===== config.mk =====
export PLATFORM = sky130hd
export DESIGN_NAME = ofp_output_fault
export DESIGN_NICKNAME = d
export VERILOG_FILES = /design/src/ofp_pkg.sv /design/src/ofp_output_fault.sv
export SDC_FILE = /design/constraint.sdc
export NUM_CORES = 1
export LEC_CHECK = 0
export BUFFER_PORTS_ARGS = -buffer_cell sky130_fd_sc_hd__buf_2
export CORE_MARGIN = 2
export CORE_UTILIZATION = 60
export DETAILED_ROUTE_END_ITERATION = 6
export GPL_ROUTABILITY_DRIVEN = 0
export PLACE_DENSITY_LB_ADDON = 0.08
export RECOVER_POWER = 100
export SYNTH_ARGS = -nofsm -noshare
export SYNTH_HDL_FRONTEND = slang
export SYNTH_SLANG_ARGS = --single-unit

===== constraint.sdc =====
create_clock -name clk_i -period 3.1 [get_ports clk_i]
set_input_delay 0.62 -clock clk_i [delete_from_list [all_inputs] [get_ports clk_i]]
set_output_delay 0.62 -clock clk_i [all_outputs]
set_load 0.005 [all_outputs]

===== src/ofp_pkg.sv =====
// Shared constants and carrier types for the output fault protection block
package ofp_pkg;
  localparam int OFP_NUM_LS = 8;
  localparam int OFP_NUM_HS = 4;
  localparam int OFP_CLK_MHZ = 40;
  // Fault filter and peak-limit times in microseconds
  localparam int OFP_FLT_US = 100;
  localparam int OFP_PEAK_US = 1000;
  localparam int OFP_FLT_CYC = OFP_FLT_US * OFP_CLK_MHZ;
  localparam int OFP_PEAK_CYC = OFP_PEAK_US * OFP_CLK_MHZ;
  localparam logic [OFP_NUM_LS-1:0] OFP_LS_RST = 8'h00;
  localparam logic [OFP_NUM_HS-1:0] OFP_HS_RST = 4'h0;

  // Supply condition seen by the comparators
  typedef struct packed {
    logic above_run;   // Supply above the run threshold
    logic above_hold;  // Supply above the state-retention threshold
    logic gnd_lost;    // Ground connection lost
    logic supply_lost; // Supply connection lost
  } ofp_supply_t;

  typedef enum logic [1:0] {
    OFP_PWR_RESET = 2'b00,
    OFP_PWR_HOLD  = 2'b01,
    OFP_PWR_RUN   = 2'b10
  } ofp_pwr_t;
endpackage : ofp_pkg


===== src/ofp_output_fault.sv =====
// Fault handling for eight low-side and four high-side power outputs
// How it works
// - Shutdown mode: lasting over-current turns output off, fault latched
// - Retry into lasting over-current trips again, status stays set
// - Retry with fault gone runs; status clears on select rising edge
// - Limit mode: over-current held in limit until over-temperature
// - Over-current gone before over-temperature leaves output unaffected
// - Limit-select low: high side starts at peak, sustain after timer
// - Limit-select high: high side uses sustain limit from switch-on
// - High side off while hot, on again once cool, until commanded off
// - Below run supply outputs off; state kept above hold threshold
// - Supply below hold threshold reinitialises logic to defaults
// - Ground or supply loss forces every output off.
// - After reset all configuration bits act as low.
module ofp_output_fault
  import ofp_pkg::*;
#(
  parameter int FLT_CYC = OFP_FLT_CYC,
  parameter int PEAK_CYC = OFP_PEAK_CYC
)(
  // Clock and reset
  input wire logic clk_i,
  input wire logic rst_n_i,
  // Serial interface select and configuration
  input wire logic serial_select_n_i,
  input wire logic [OFP_NUM_LS-1:0] lowside_shutdown_enable_config_i,
  input wire logic [OFP_NUM_HS-1:0] current_limit_mode_config_i,
  input wire logic cfg_load_i,
  // Output commands
  input wire logic [OFP_NUM_LS-1:0] ls_cmd_i,
  input wire logic [OFP_NUM_HS-1:0] hs_cmd_i,
  // Analog sensing (asynchronous)
  input wire logic [OFP_NUM_LS-1:0] ls_overcurrent_i,
  input wire logic [OFP_NUM_LS-1:0] ls_overtemp_i,
  input wire logic [OFP_NUM_HS-1:0] hs_overtemp_i,
  input wire ofp_supply_t supply_i,
  // Gate drives
  output logic [OFP_NUM_LS-1:0] ls_gate_o,
  output logic [OFP_NUM_HS-1:0] hs_gate_o,
  // Limit selection and status
  output logic [OFP_NUM_LS-1:0] lowside_limit_current_o,
  output logic [OFP_NUM_HS-1:0] highside_peak_limit_o,
  output logic [OFP_NUM_HS-1:0] highside_sustain_limit_o,
  output logic [OFP_NUM_LS-1:0] ls_status_o,
  output logic [OFP_NUM_HS-1:0] hs_status_o
);
  localparam int FW = $clog2(FLT_CYC + 1);
  localparam int PW = $clog2(PEAK_CYC + 1);
  localparam int NS = $bits(ofp_supply_t) + 3 * OFP_NUM_LS + OFP_NUM_HS + 1;

  // Counters must reach at least one count
  if (FLT_CYC < 1 || PEAK_CYC < 1)
  begin : g_bad_timer
    $error("Timer counts must be at least one");
  end

  // Two-flop synchronisers for everything from the analog side
  logic [NS-1:0] s1_r;
  logic [NS-1:0] s2_r;
  always_ff @(posedge clk_i)
  begin
    s1_r <= {supply_i, ls_overcurrent_i, ls_overtemp_i, hs_overtemp_i,
             serial_select_n_i, ls_cmd_i};
    s2_r <= s1_r;
  end

  ofp_supply_t sup;
  logic [OFP_NUM_LS-1:0] oc;
  logic [OFP_NUM_LS-1:0] lot;
  logic [OFP_NUM_HS-1:0] hot;
  logic sel_n;
  logic [OFP_NUM_LS-1:0] lcmd;
  assign {sup, oc, lot, hot, sel_n, lcmd} = s2_r;

  // Supply state: hold keeps state with outputs off, reset wipes it
  ofp_pwr_t pwr_r;
  ofp_pwr_t pwr_nxt;
  always_comb
  begin
    pwr_nxt = pwr_r;
    unique case (pwr_r)
      OFP_PWR_RESET: if (sup.above_run) pwr_nxt = OFP_PWR_RUN;
      OFP_PWR_HOLD:
        if (!sup.above_hold) pwr_nxt = OFP_PWR_RESET;
        else if (sup.above_run) pwr_nxt = OFP_PWR_RUN;
      OFP_PWR_RUN:
        if (!sup.above_hold) pwr_nxt = OFP_PWR_RESET;
        else if (!sup.above_run) pwr_nxt = OFP_PWR_HOLD;
      default: pwr_nxt = OFP_PWR_RESET;
    endcase
  end

  always_ff @(posedge clk_i)
  begin
    if (!rst_n_i)
      pwr_r <= OFP_PWR_RESET;
    else
      pwr_r <= pwr_nxt;
  end

  logic wipe;
  logic run;
  assign wipe = !rst_n_i || pwr_r == OFP_PWR_RESET;
  // Ground or supply loss overrides every command
  assign run = pwr_r == OFP_PWR_RUN && !sup.gnd_lost
               && !sup.supply_lost;

  // Configuration registers load only while logic is alive
  logic [OFP_NUM_LS-1:0] ls_sd_en_r;
  logic [OFP_NUM_HS-1:0] hs_mode_r;
  always_ff @(posedge clk_i)
  begin
    if (wipe)
    begin
      ls_sd_en_r <= OFP_LS_RST;
      hs_mode_r <= OFP_HS_RST;
    end
    else if (cfg_load_i)
    begin
      ls_sd_en_r <= lowside_shutdown_enable_config_i;
      hs_mode_r <= current_limit_mode_config_i;
    end
  end

  logic sel_d_r;
  logic sel_rise;
  always_ff @(posedge clk_i)
  begin
    if (!rst_n_i)
      sel_d_r <= 1'b1;
    else
      sel_d_r <= sel_n;
  end
  assign sel_rise = sel_n && !sel_d_r;

  function automatic logic timer_done(input int cnt, input int lim);
    return cnt >= lim;
  endfunction

  // Low-side channels
  logic [OFP_NUM_LS-1:0] lcmd_d_r;
  logic [OFP_NUM_LS-1:0] ls_latch_r;
  logic [FW-1:0] flt_cnt_r [OFP_NUM_LS];
  logic [OFP_NUM_LS-1:0] ls_on;
  logic [OFP_NUM_LS-1:0] ls_trip;

  for (genvar i = 0; i < OFP_NUM_LS; i++)
  begin : g_ls
    logic restart;
    assign restart = lcmd[i] && !lcmd_d_r[i];
    assign ls_on[i] = run && lcmd[i] && !ls_latch_r[i];
    assign ls_trip[i] = ls_sd_en_r[i] && oc[i]
                        && timer_done(int'(flt_cnt_r[i]), FLT_CYC);

    always_ff @(posedge clk_i)
    begin
      if (wipe || restart || !ls_on[i] || !oc[i] || !ls_sd_en_r[i])
        flt_cnt_r[i] <= '0;
      else if (!timer_done(int'(flt_cnt_r[i]), FLT_CYC))
        flt_cnt_r[i] <= flt_cnt_r[i] + FW'(1);
    end

    always_ff @(posedge clk_i)
    begin
      if (wipe)
        ls_latch_r[i] <= 1'b0;
      else if (ls_on[i] && (ls_trip[i] || lot[i]))
        ls_latch_r[i] <= 1'b1;
      else if (!lcmd[i])
        ls_latch_r[i] <= 1'b0;
    end

    always_ff @(posedge clk_i)
    begin
      if (wipe)
        ls_status_o[i] <= 1'b0;
      else if (ls_on[i] && (ls_trip[i] || lot[i]))
        ls_status_o[i] <= 1'b1;
      else if (sel_rise && !ls_latch_r[i] && !(oc[i] && ls_sd_en_r[i]))
        ls_status_o[i] <= 1'b0;
    end
  end

  always_ff @(posedge clk_i)
  begin
    if (wipe)
    begin
      lcmd_d_r <= '0;
      ls_gate_o <= '0;
      lowside_limit_current_o <= '0;
    end
    else
    begin
      lcmd_d_r <= lcmd;
      ls_gate_o <= ls_on & ~ls_trip & ~lot;
      // Analog limit engages on over-current while the channel is on with shutdown disabled
      lowside_limit_current_o <= ls_on & ~ls_sd_en_r & oc;
    end
  end

  // High-side channels
  logic [OFP_NUM_HS-1:0] hcmd_d_r;
  logic [PW-1:0] pk_cnt_r [OFP_NUM_HS];
  logic [OFP_NUM_HS-1:0] hs_on;
  logic [OFP_NUM_HS-1:0] hs_peak;

  for (genvar j = 0; j < OFP_NUM_HS; j++)
  begin : g_hs
    assign hs_on[j] = run && hs_cmd_i[j] && !hot[j];
    assign hs_peak[j] = !hs_mode_r[j]
                        && !timer_done(int'(pk_cnt_r[j]), PEAK_CYC);

    always_ff @(posedge clk_i)
    begin
      if (wipe || !hs_on[j] || (hs_cmd_i[j] && !hcmd_d_r[j]))
        pk_cnt_r[j] <= '0;
      else if (!timer_done(int'(pk_cnt_r[j]), PEAK_CYC))
        pk_cnt_r[j] <= pk_cnt_r[j] + PW'(1);
    end

    always_ff @(posedge clk_i)
    begin
      if (wipe)
        hs_status_o[j] <= 1'b0;
      else if (run && hs_cmd_i[j] && hot[j])
        hs_status_o[j] <= 1'b1;
      else if (sel_rise && !hot[j])
        hs_status_o[j] <= 1'b0;
    end
  end

  always_ff @(posedge clk_i)
  begin
    if (wipe)
    begin
      hcmd_d_r <= '0;
      hs_gate_o <= '0;
      highside_peak_limit_o <= '0;
      highside_sustain_limit_o <= '0;
    end
    else
    begin
      hcmd_d_r <= hs_cmd_i;
      hs_gate_o <= hs_on;
      highside_peak_limit_o <= hs_on & hs_peak;
      highside_sustain_limit_o <= hs_on & ~hs_peak;
    end
  end
endmodule : ofp_output_fault


==> flow_summary.yaml, run 1 <==
worst_setup_path:
  cp-end-kind: "flop"
  crit_arrival_ns: 2.88
  r2r_end: "flt_cnt_r[1][20]"
  rr_worst_depth: 3
  critPathMaxFanout: 12
  cp.required_ns: 3.30
  crit_path_max_incr_delay_ns: 0.81
  slowest_stage: "or4_1"
  crit_chain: "or4b_1 -> or3_1 -> or4_1"
  crit_type: "reg2reg"
  reg2reg_slack_ns: 0.42
  crit_path_start_kind: "flop"
  r2r-start: "pwr_r[0]"
cells_and_area:
  fin_nets: 1322
  num_antenna_cells: 0
  syn2layout_area_growth_pct: 12.5
  nFillCells: 1540
  final_area_um2: 14100
  multi_input_area_um2: 4480
  seq_area_um2: 7630
  drive_above_1_share: 0.0897
clock_network:
  cts_resized: 0
  cts_num_sinks: 301
  clk_pin_slew_ns: 0.06
  hold_buffers: 0
  cts-root-buf: "clkbuf_16"
  clock_latency_ns: 0.56
  cts_max_level: 1
  cts_buffer_depth: 3
  cts_tree: "yes"
  cts_setup_buffers: 0
  cts-buffers-inserted: 31
yosys:
  netlist_instances: 1137
  yosys.area_share.xor_xnor: 0.0851
  synth_compound_area_frac: 0.0426
  synth_fa_ha_area_frac: 0.0247
  synth.largest_area_cell: "edfxtp_1"
  synth_top_family_by_area: "simple AND/OR/NAND/NOR gates"
  yosys.area_share.simple: 0.201
  synth_edf_count: 160
  synthMuxAreaShare: 0.00957
  synth-main-ff-cell: "edfxtp_1"
  netlist_area_um2: 12600
  syn_area_per_cell_um2: 11.0
  syn-num-nets: 1213
  ys_seq_area_frac: 0.608
  ys_async_sr_fraction: 0
  synth_top_area_frac: 0.383
  ys_ff_latch: 301
  netlist_top_cells_area: "edfxtp_1 (38%), dfxtp_1 (22%), nor2_1 (6.4%), xnor2_1 (5.5%), xor2_1 (3.0%)"
  synth_cell_type_count: 46
  yosysWarnings: 0
sta:
  min_period_ns: 2.68
  rsz0062_at_grt: "no"
  worst_pin_slew_ns: 1.97
  finalHoldViolations: 0
  finalSetupViolCount: 0
  max_freq_ghz: 0.373
  finalMaxSlewViolations: 17
  fin_hold_ws_ns: 0.160
  fin_skew_ns: 0.0228
  maxSlewHeadroom: -0.324
  tns_ns: 0
  finalCritPeriodShare: 0.866
floorplan:
  dieArea_um2: 22100
  start_util: 0.616
  io_pins: 92
  die_w_um: 149
  row_count: 52
  fp.dieH_um: 149
  coreArea_um2: 20400
global_route:
  grt_overflow_total: 0
  grtUsageTotal: 0.211
  grt_pass1_wl_um: 37900
  antenna_found_initial: 0
  grt_max_degree: 17
  grt_pass1_vias: 7976
power_and_ir_drop:
  power.density_nw_per_um2: 557
  leakagePower_nw: 4.97
  vdd_drop_max_mv: 0.529
drt:
  routedWlPerCell_um: 15.1
  drt-initial-drc-count: 563
  drtPass1Iterations: 5
  via_per_inst: 5.37
  drc: 0
  vias: 8278
  antenna_left: 0
  drt_wl_total_um: 23300
outcome:
  status: "complete, but fails checks"
  violations: "capacitance limit, slew limit"
min_path:
  holdPathStages: 1
  hp-class: "in2reg"
  min_to: "s1_r[28]"
  min_from: "ls_overcurrent_i[7]"
placed_design:
  portBuffers: 91
  dp_hpwl_um: 15700
  placed_cell_area_um2: 13300
run:
  cap_violations: 1
power by group:
group          internal [mW]  switching (mW)
Clock                   2.05            1.46
Combinational         0.0459          0.0566
Sequential              4.21          0.0259
Total                   6.31            1.55
flip-flops by register name, summed over array words and instances, names as in the netlist:
name / count
flt_cnt_r: 96
pk_cnt_r: 64
s1_r: 33
s2_r: 33
lcmd_d_r: 8
lowside_limit_current_o: 8
ls_gate_o: 8
ls_latch_r: 8
ls_sd_en_r: 8
ls_status_o: 8
hcmd_d_r: 4
highside_peak_limit_o: 4
highside_sustain_limit_o: 4
hs_gate_o: 4
hs_mode_r: 4
hs_status_o: 4
pwr_r: 2
sel_d_r: 1
placed cells by master, fill, tap and decap left out, types with 33 or more instances in the layout:
master | Yosys | layout
nor2_1 | 213 | 213
edfxtp_1 | 160 | 160
dfxtp_1 | 141 | 141
xnor2_1 | 79 | 79
nand3_1 | 71 | 71
inv_1 | 63 | 63
buf_2 | 3 | 63
nand2_1 | 45 | 45
clkbuf_1 | 11 | 44
xor2_1 | 43 | 43
nor3_1 | 33 | 33
final cells by class:
cell class	instances	area share
Clock inverter	11	0.00620
Tap cell	270	0.0239
Multi-Input combinational cell	750	0.317
Sequential cell	301	0.540
Inverter	63	0.0167
Clock buffer	47	0.0628
Timing Repair Buffer	99	0.0328
worst max-delay path, delay by kind of cell, from the launching register on:
family / cells / cell delay [ns]
simple gates: 3 / 2.00
flops: 1 / 0.31
cell usage after synthesis (7+ instances only):
| master | instances |
|---|---|
| nor3b_1 | 11 |
| xnor2_1 | 79 |
| and2_1 | 17 |
| nor2b_1 | 9 |
| nor2_1 | 213 |
| dfxtp_1 | 141 |
| clkbuf_1 | 11 |
| nand2_1 | 45 |
| and4_1 | 8 |
| o311ai_0 | 7 |
| edfxtp_1 | 160 |
| nand3_1 | 71 |
| o21ai_0 | 24 |
| nor3_1 | 33 |
| or4_1 | 7 |
| or3_4 | 14 |
| mux2i_1 | 12 |
| xor2_1 | 43 |
| inv_1 | 63 |
| ha_1 | 24 |
| nand4_1 | 32 |
| and3_1 | 11 |
| nor4_1 | 16 |
| a21oi_1 | 24 |
| o211ai_1 | 7 |
how the worst max path moves through the flow:
stage / from / endpoint / slack [ns] / depth (start not counted)
final: pwr_r[0] / flt_cnt_r[1][20] / 0.42 / 3
after global routing: pwr_r[0] / pk_cnt_r[0][5] / 0.28 / 6
after CTS: pwr_r[0] / flt_cnt_r[0][19] / 0.55 / 3
after detailed placement: rst_n_i / flt_cnt_r[1][37] / 0.52 / 5
after global placement: rst_n_i / flt_cnt_r[1][36] / 0.56 / 5
after floorplan: rst_n_i / flt_cnt_r[1][36] / 0.65 / 5
logic make-up (layout without fill, tap and decap cells):
logic type                 count (synthesis)  after routing
xor gates and xnor gates                 122            122
muxes                                     12             12
DFF                                      301            301
AOI/OAI and AO/OA                         86             86
and+or+nand+nor                          505            505
buffers and inverters                     86            220
adders and majority gates                 25             25
through the flow:
step,util,power [mW],std cells,setup WS [ns]
global route,0.693,8.10,1541,0.282
global placement,0.652,4.43,1483,0.561
CTS,0.700,7.94,1541,0.551
finish,0.693,7.86,1541,0.416
floorplan,-,4.36,1137,0.647
detailed placement,0.652,4.43,1483,0.524
metal layers:
metal	vias to the layer above	global-route usage	part of all wire	routed length [um]
met5	-	0	0	0
met4	0	0.0590	0.024	561
met3	44	0.0362	0.051	1180
met2	186	0.345	0.46	10800
met1	3862	0.292	0.46	10800
li1	4186	-	-	-
Power figures use the tool's default switching activity.
==> inputs of run 2 (changes only) <==
--- a/config.mk
+++ b/config.mk
@@ -8,10 +8,12 @@
 export BUFFER_PORTS_ARGS = -buffer_cell sky130_fd_sc_hd__buf_2
 export CORE_MARGIN = 2
 export CORE_UTILIZATION = 60
+export CTS_CLUSTER_SIZE = 24
 export DETAILED_ROUTE_END_ITERATION = 6
 export GPL_ROUTABILITY_DRIVEN = 0
 export PLACE_DENSITY_LB_ADDON = 0.08
 export RECOVER_POWER = 100
+export REMOVE_ABC_BUFFERS = 1
 export SYNTH_ARGS = -nofsm -noshare
 export SYNTH_HDL_FRONTEND = slang
 export SYNTH_SLANG_ARGS = --single-unit
==> constraint.sdc (replaced) <==
create_clock -name clk_i -period 3.15 [get_ports clk_i]
set_input_delay 0.63 -clock clk_i [delete_from_list [all_inputs] [get_ports clk_i]]
set_output_delay 0.63 -clock clk_i [all_outputs]
set_load 0.005 [all_outputs]
==> flow_summary.yaml, run 2 (same netlist as run 1, synthesis figures left out) <==
outcome:
  status: "complete, but fails checks"
  violations: "capacitance limit, slew limit"
worst_setup_path:
  cp.required_ns: 3.35
  crit_path_start_kind: "flop"
  cp-end-kind: "flop"
  crit_type: "reg2reg"
  critPathMaxFanout: 12
  crit_arrival_ns: 2.97
  reg2reg_slack_ns: 0.39
drt:
  via_per_inst: 5.35
  drc: 0
  drt_wl_total_um: 23100
  routedWlPerCell_um: 15.0
  drtPass1Iterations: 4
  drt-initial-drc-count: 435
  vias: 8258
  antenna_left: 0
cells_and_area:
  drive_above_1_share: 0.0975
  layout_common_cells: "nor2_1 (213), edfxtp_1 (160), dfxtp_1 (141)"
  nFillCells: 1552
  layout_commonest_cell: "nor2_1"
  largest_register_ffs: 96
  seq_area_um2: 7630
  reg_top3: "flt_cnt_r: 96 flops, pk_cnt_r: 64 flops"
  fin_cells: 1543
  syn2layout_area_growth_pct: 13.4
  regMostFlops: "flt_cnt_r"
  fin_nets: 1323
  multi_input_area_um2: 4500
clock_network:
  cts_setup_buffers: 0
  cts_tree: "yes"
  cts_num_sinks: 301
  cts-buffers-inserted: 31
  cts-root-buf: "clkbuf_16"
  cts_buffer_depth: 3
  clk_pin_slew_ns: 0.06
  clock_latency_ns: 0.56
  cts_max_level: 1
  cts_resized: 0
  hold_buffers: 0
floorplan:
  coreArea_um2: 20400
  fp.dieH_um: 149
  io_pins: 92
  die_w_um: 149
  dieArea_um2: 22100
  start_util: 0.616
  row_count: 52
min_path:
  hp-class: "in2reg"
global_route:
  antenna_found_initial: 1
  grt_pass1_wl_um: 38000
  grtUsageTotal: 0.211
  grt_max_degree: 17
  grt_pass1_vias: 8027
  grt_overflow_total: 0
sta:
  finalSetupViolCount: 0
  rsz0062_at_grt: "no"
  finalHoldViolations: 0
  finalCritPeriodShare: 0.877
  worst_pin_slew_ns: 1.84
  layout_setup_ws_ns: 0.387
  fin_skew_ns: 0.0149
  maxSlewHeadroom: -0.234
  finalMaxSlewViolations: 17
  min_period_ns: 2.76
  max_freq_ghz: 0.362
placed_design:
  portBuffers: 91
  dp_cells: 1484
  pre_cts_slack_ns: 0.475
  dp_hpwl_um: 15500
power_and_ir_drop:
  leakagePower_nw: 5.03
  vdd_drop_max_mv: 0.414
  power.density_nw_per_um2: 561
run:
  cap_violations: 1
-- run 2: through the flow --
stage                util  power [mW]  hold slack (ns)  TNS, ns  cell area [um2]
finish              0.699        7.99            0.171        0            14200
global route        0.699        8.23            0.149        0            14200
CTS                 0.705        8.06            0.152        0            14400
detailed placement  0.652        4.36            0.312        0            13300
global placement    0.652        4.36            0.311        0            13300
floorplan               -        4.28            0.310   -36.29            12400
-- run 2: worst paths after layout --
check | from | endpoint | cells after the start
worst max-delay path | pwr_r[0] | flt_cnt_r[1][1] | 4
worst min-delay path | ls_overcurrent_i[6] | s1_r[27] | 1
worst max register to register | pwr_r[0] | flt_cnt_r[1][1] | 4
worst min register to register | s1_r[22] | s2_r[22] | 0
-- run 2: power by group --
group          switching (mW)  internal [mW]
clock                    1.49           2.22
sequential             0.0246           4.15
combinational          0.0571         0.0452
total                    1.57           6.41
-- run 2: layout make-up --
| cell class | instances | share of cell area |
|---|---|---|
| flip-flops and latches | 301 | 0.536 |
| multi-input cells | 750 | 0.316 |
| clock buffers | 45 | 0.0655 |
| repair buffers | 100 | 0.0326 |
| well taps | 270 | 0.0237 |
| inverters | 63 | 0.0166 |
| clock inverters | 13 | 0.00940 |
| diodes | 1 | 0.000176 |
-- run 2: layer usage --
| layer | track usage | vias to the layer above | share of wire |
|---|---|---|---|
| met2 | 0.346 | 163 | 0.46 |
| li1 | - | 4189 | - |
| met1 | 0.291 | 3867 | 0.47 |
| met4 | 0.0610 | 0 | 0.025 |
| met3 | 0.0371 | 39 | 0.045 |
| met5 | 0 | - | 0 |
-- run 2: worst max-delay path: stages (launching register included) --
cell and delay, ns:
dfxtp_1 0.33, clkbuf_1 0.56, o211ai_1 0.26, or3_4 0.44
or4_1 0.81
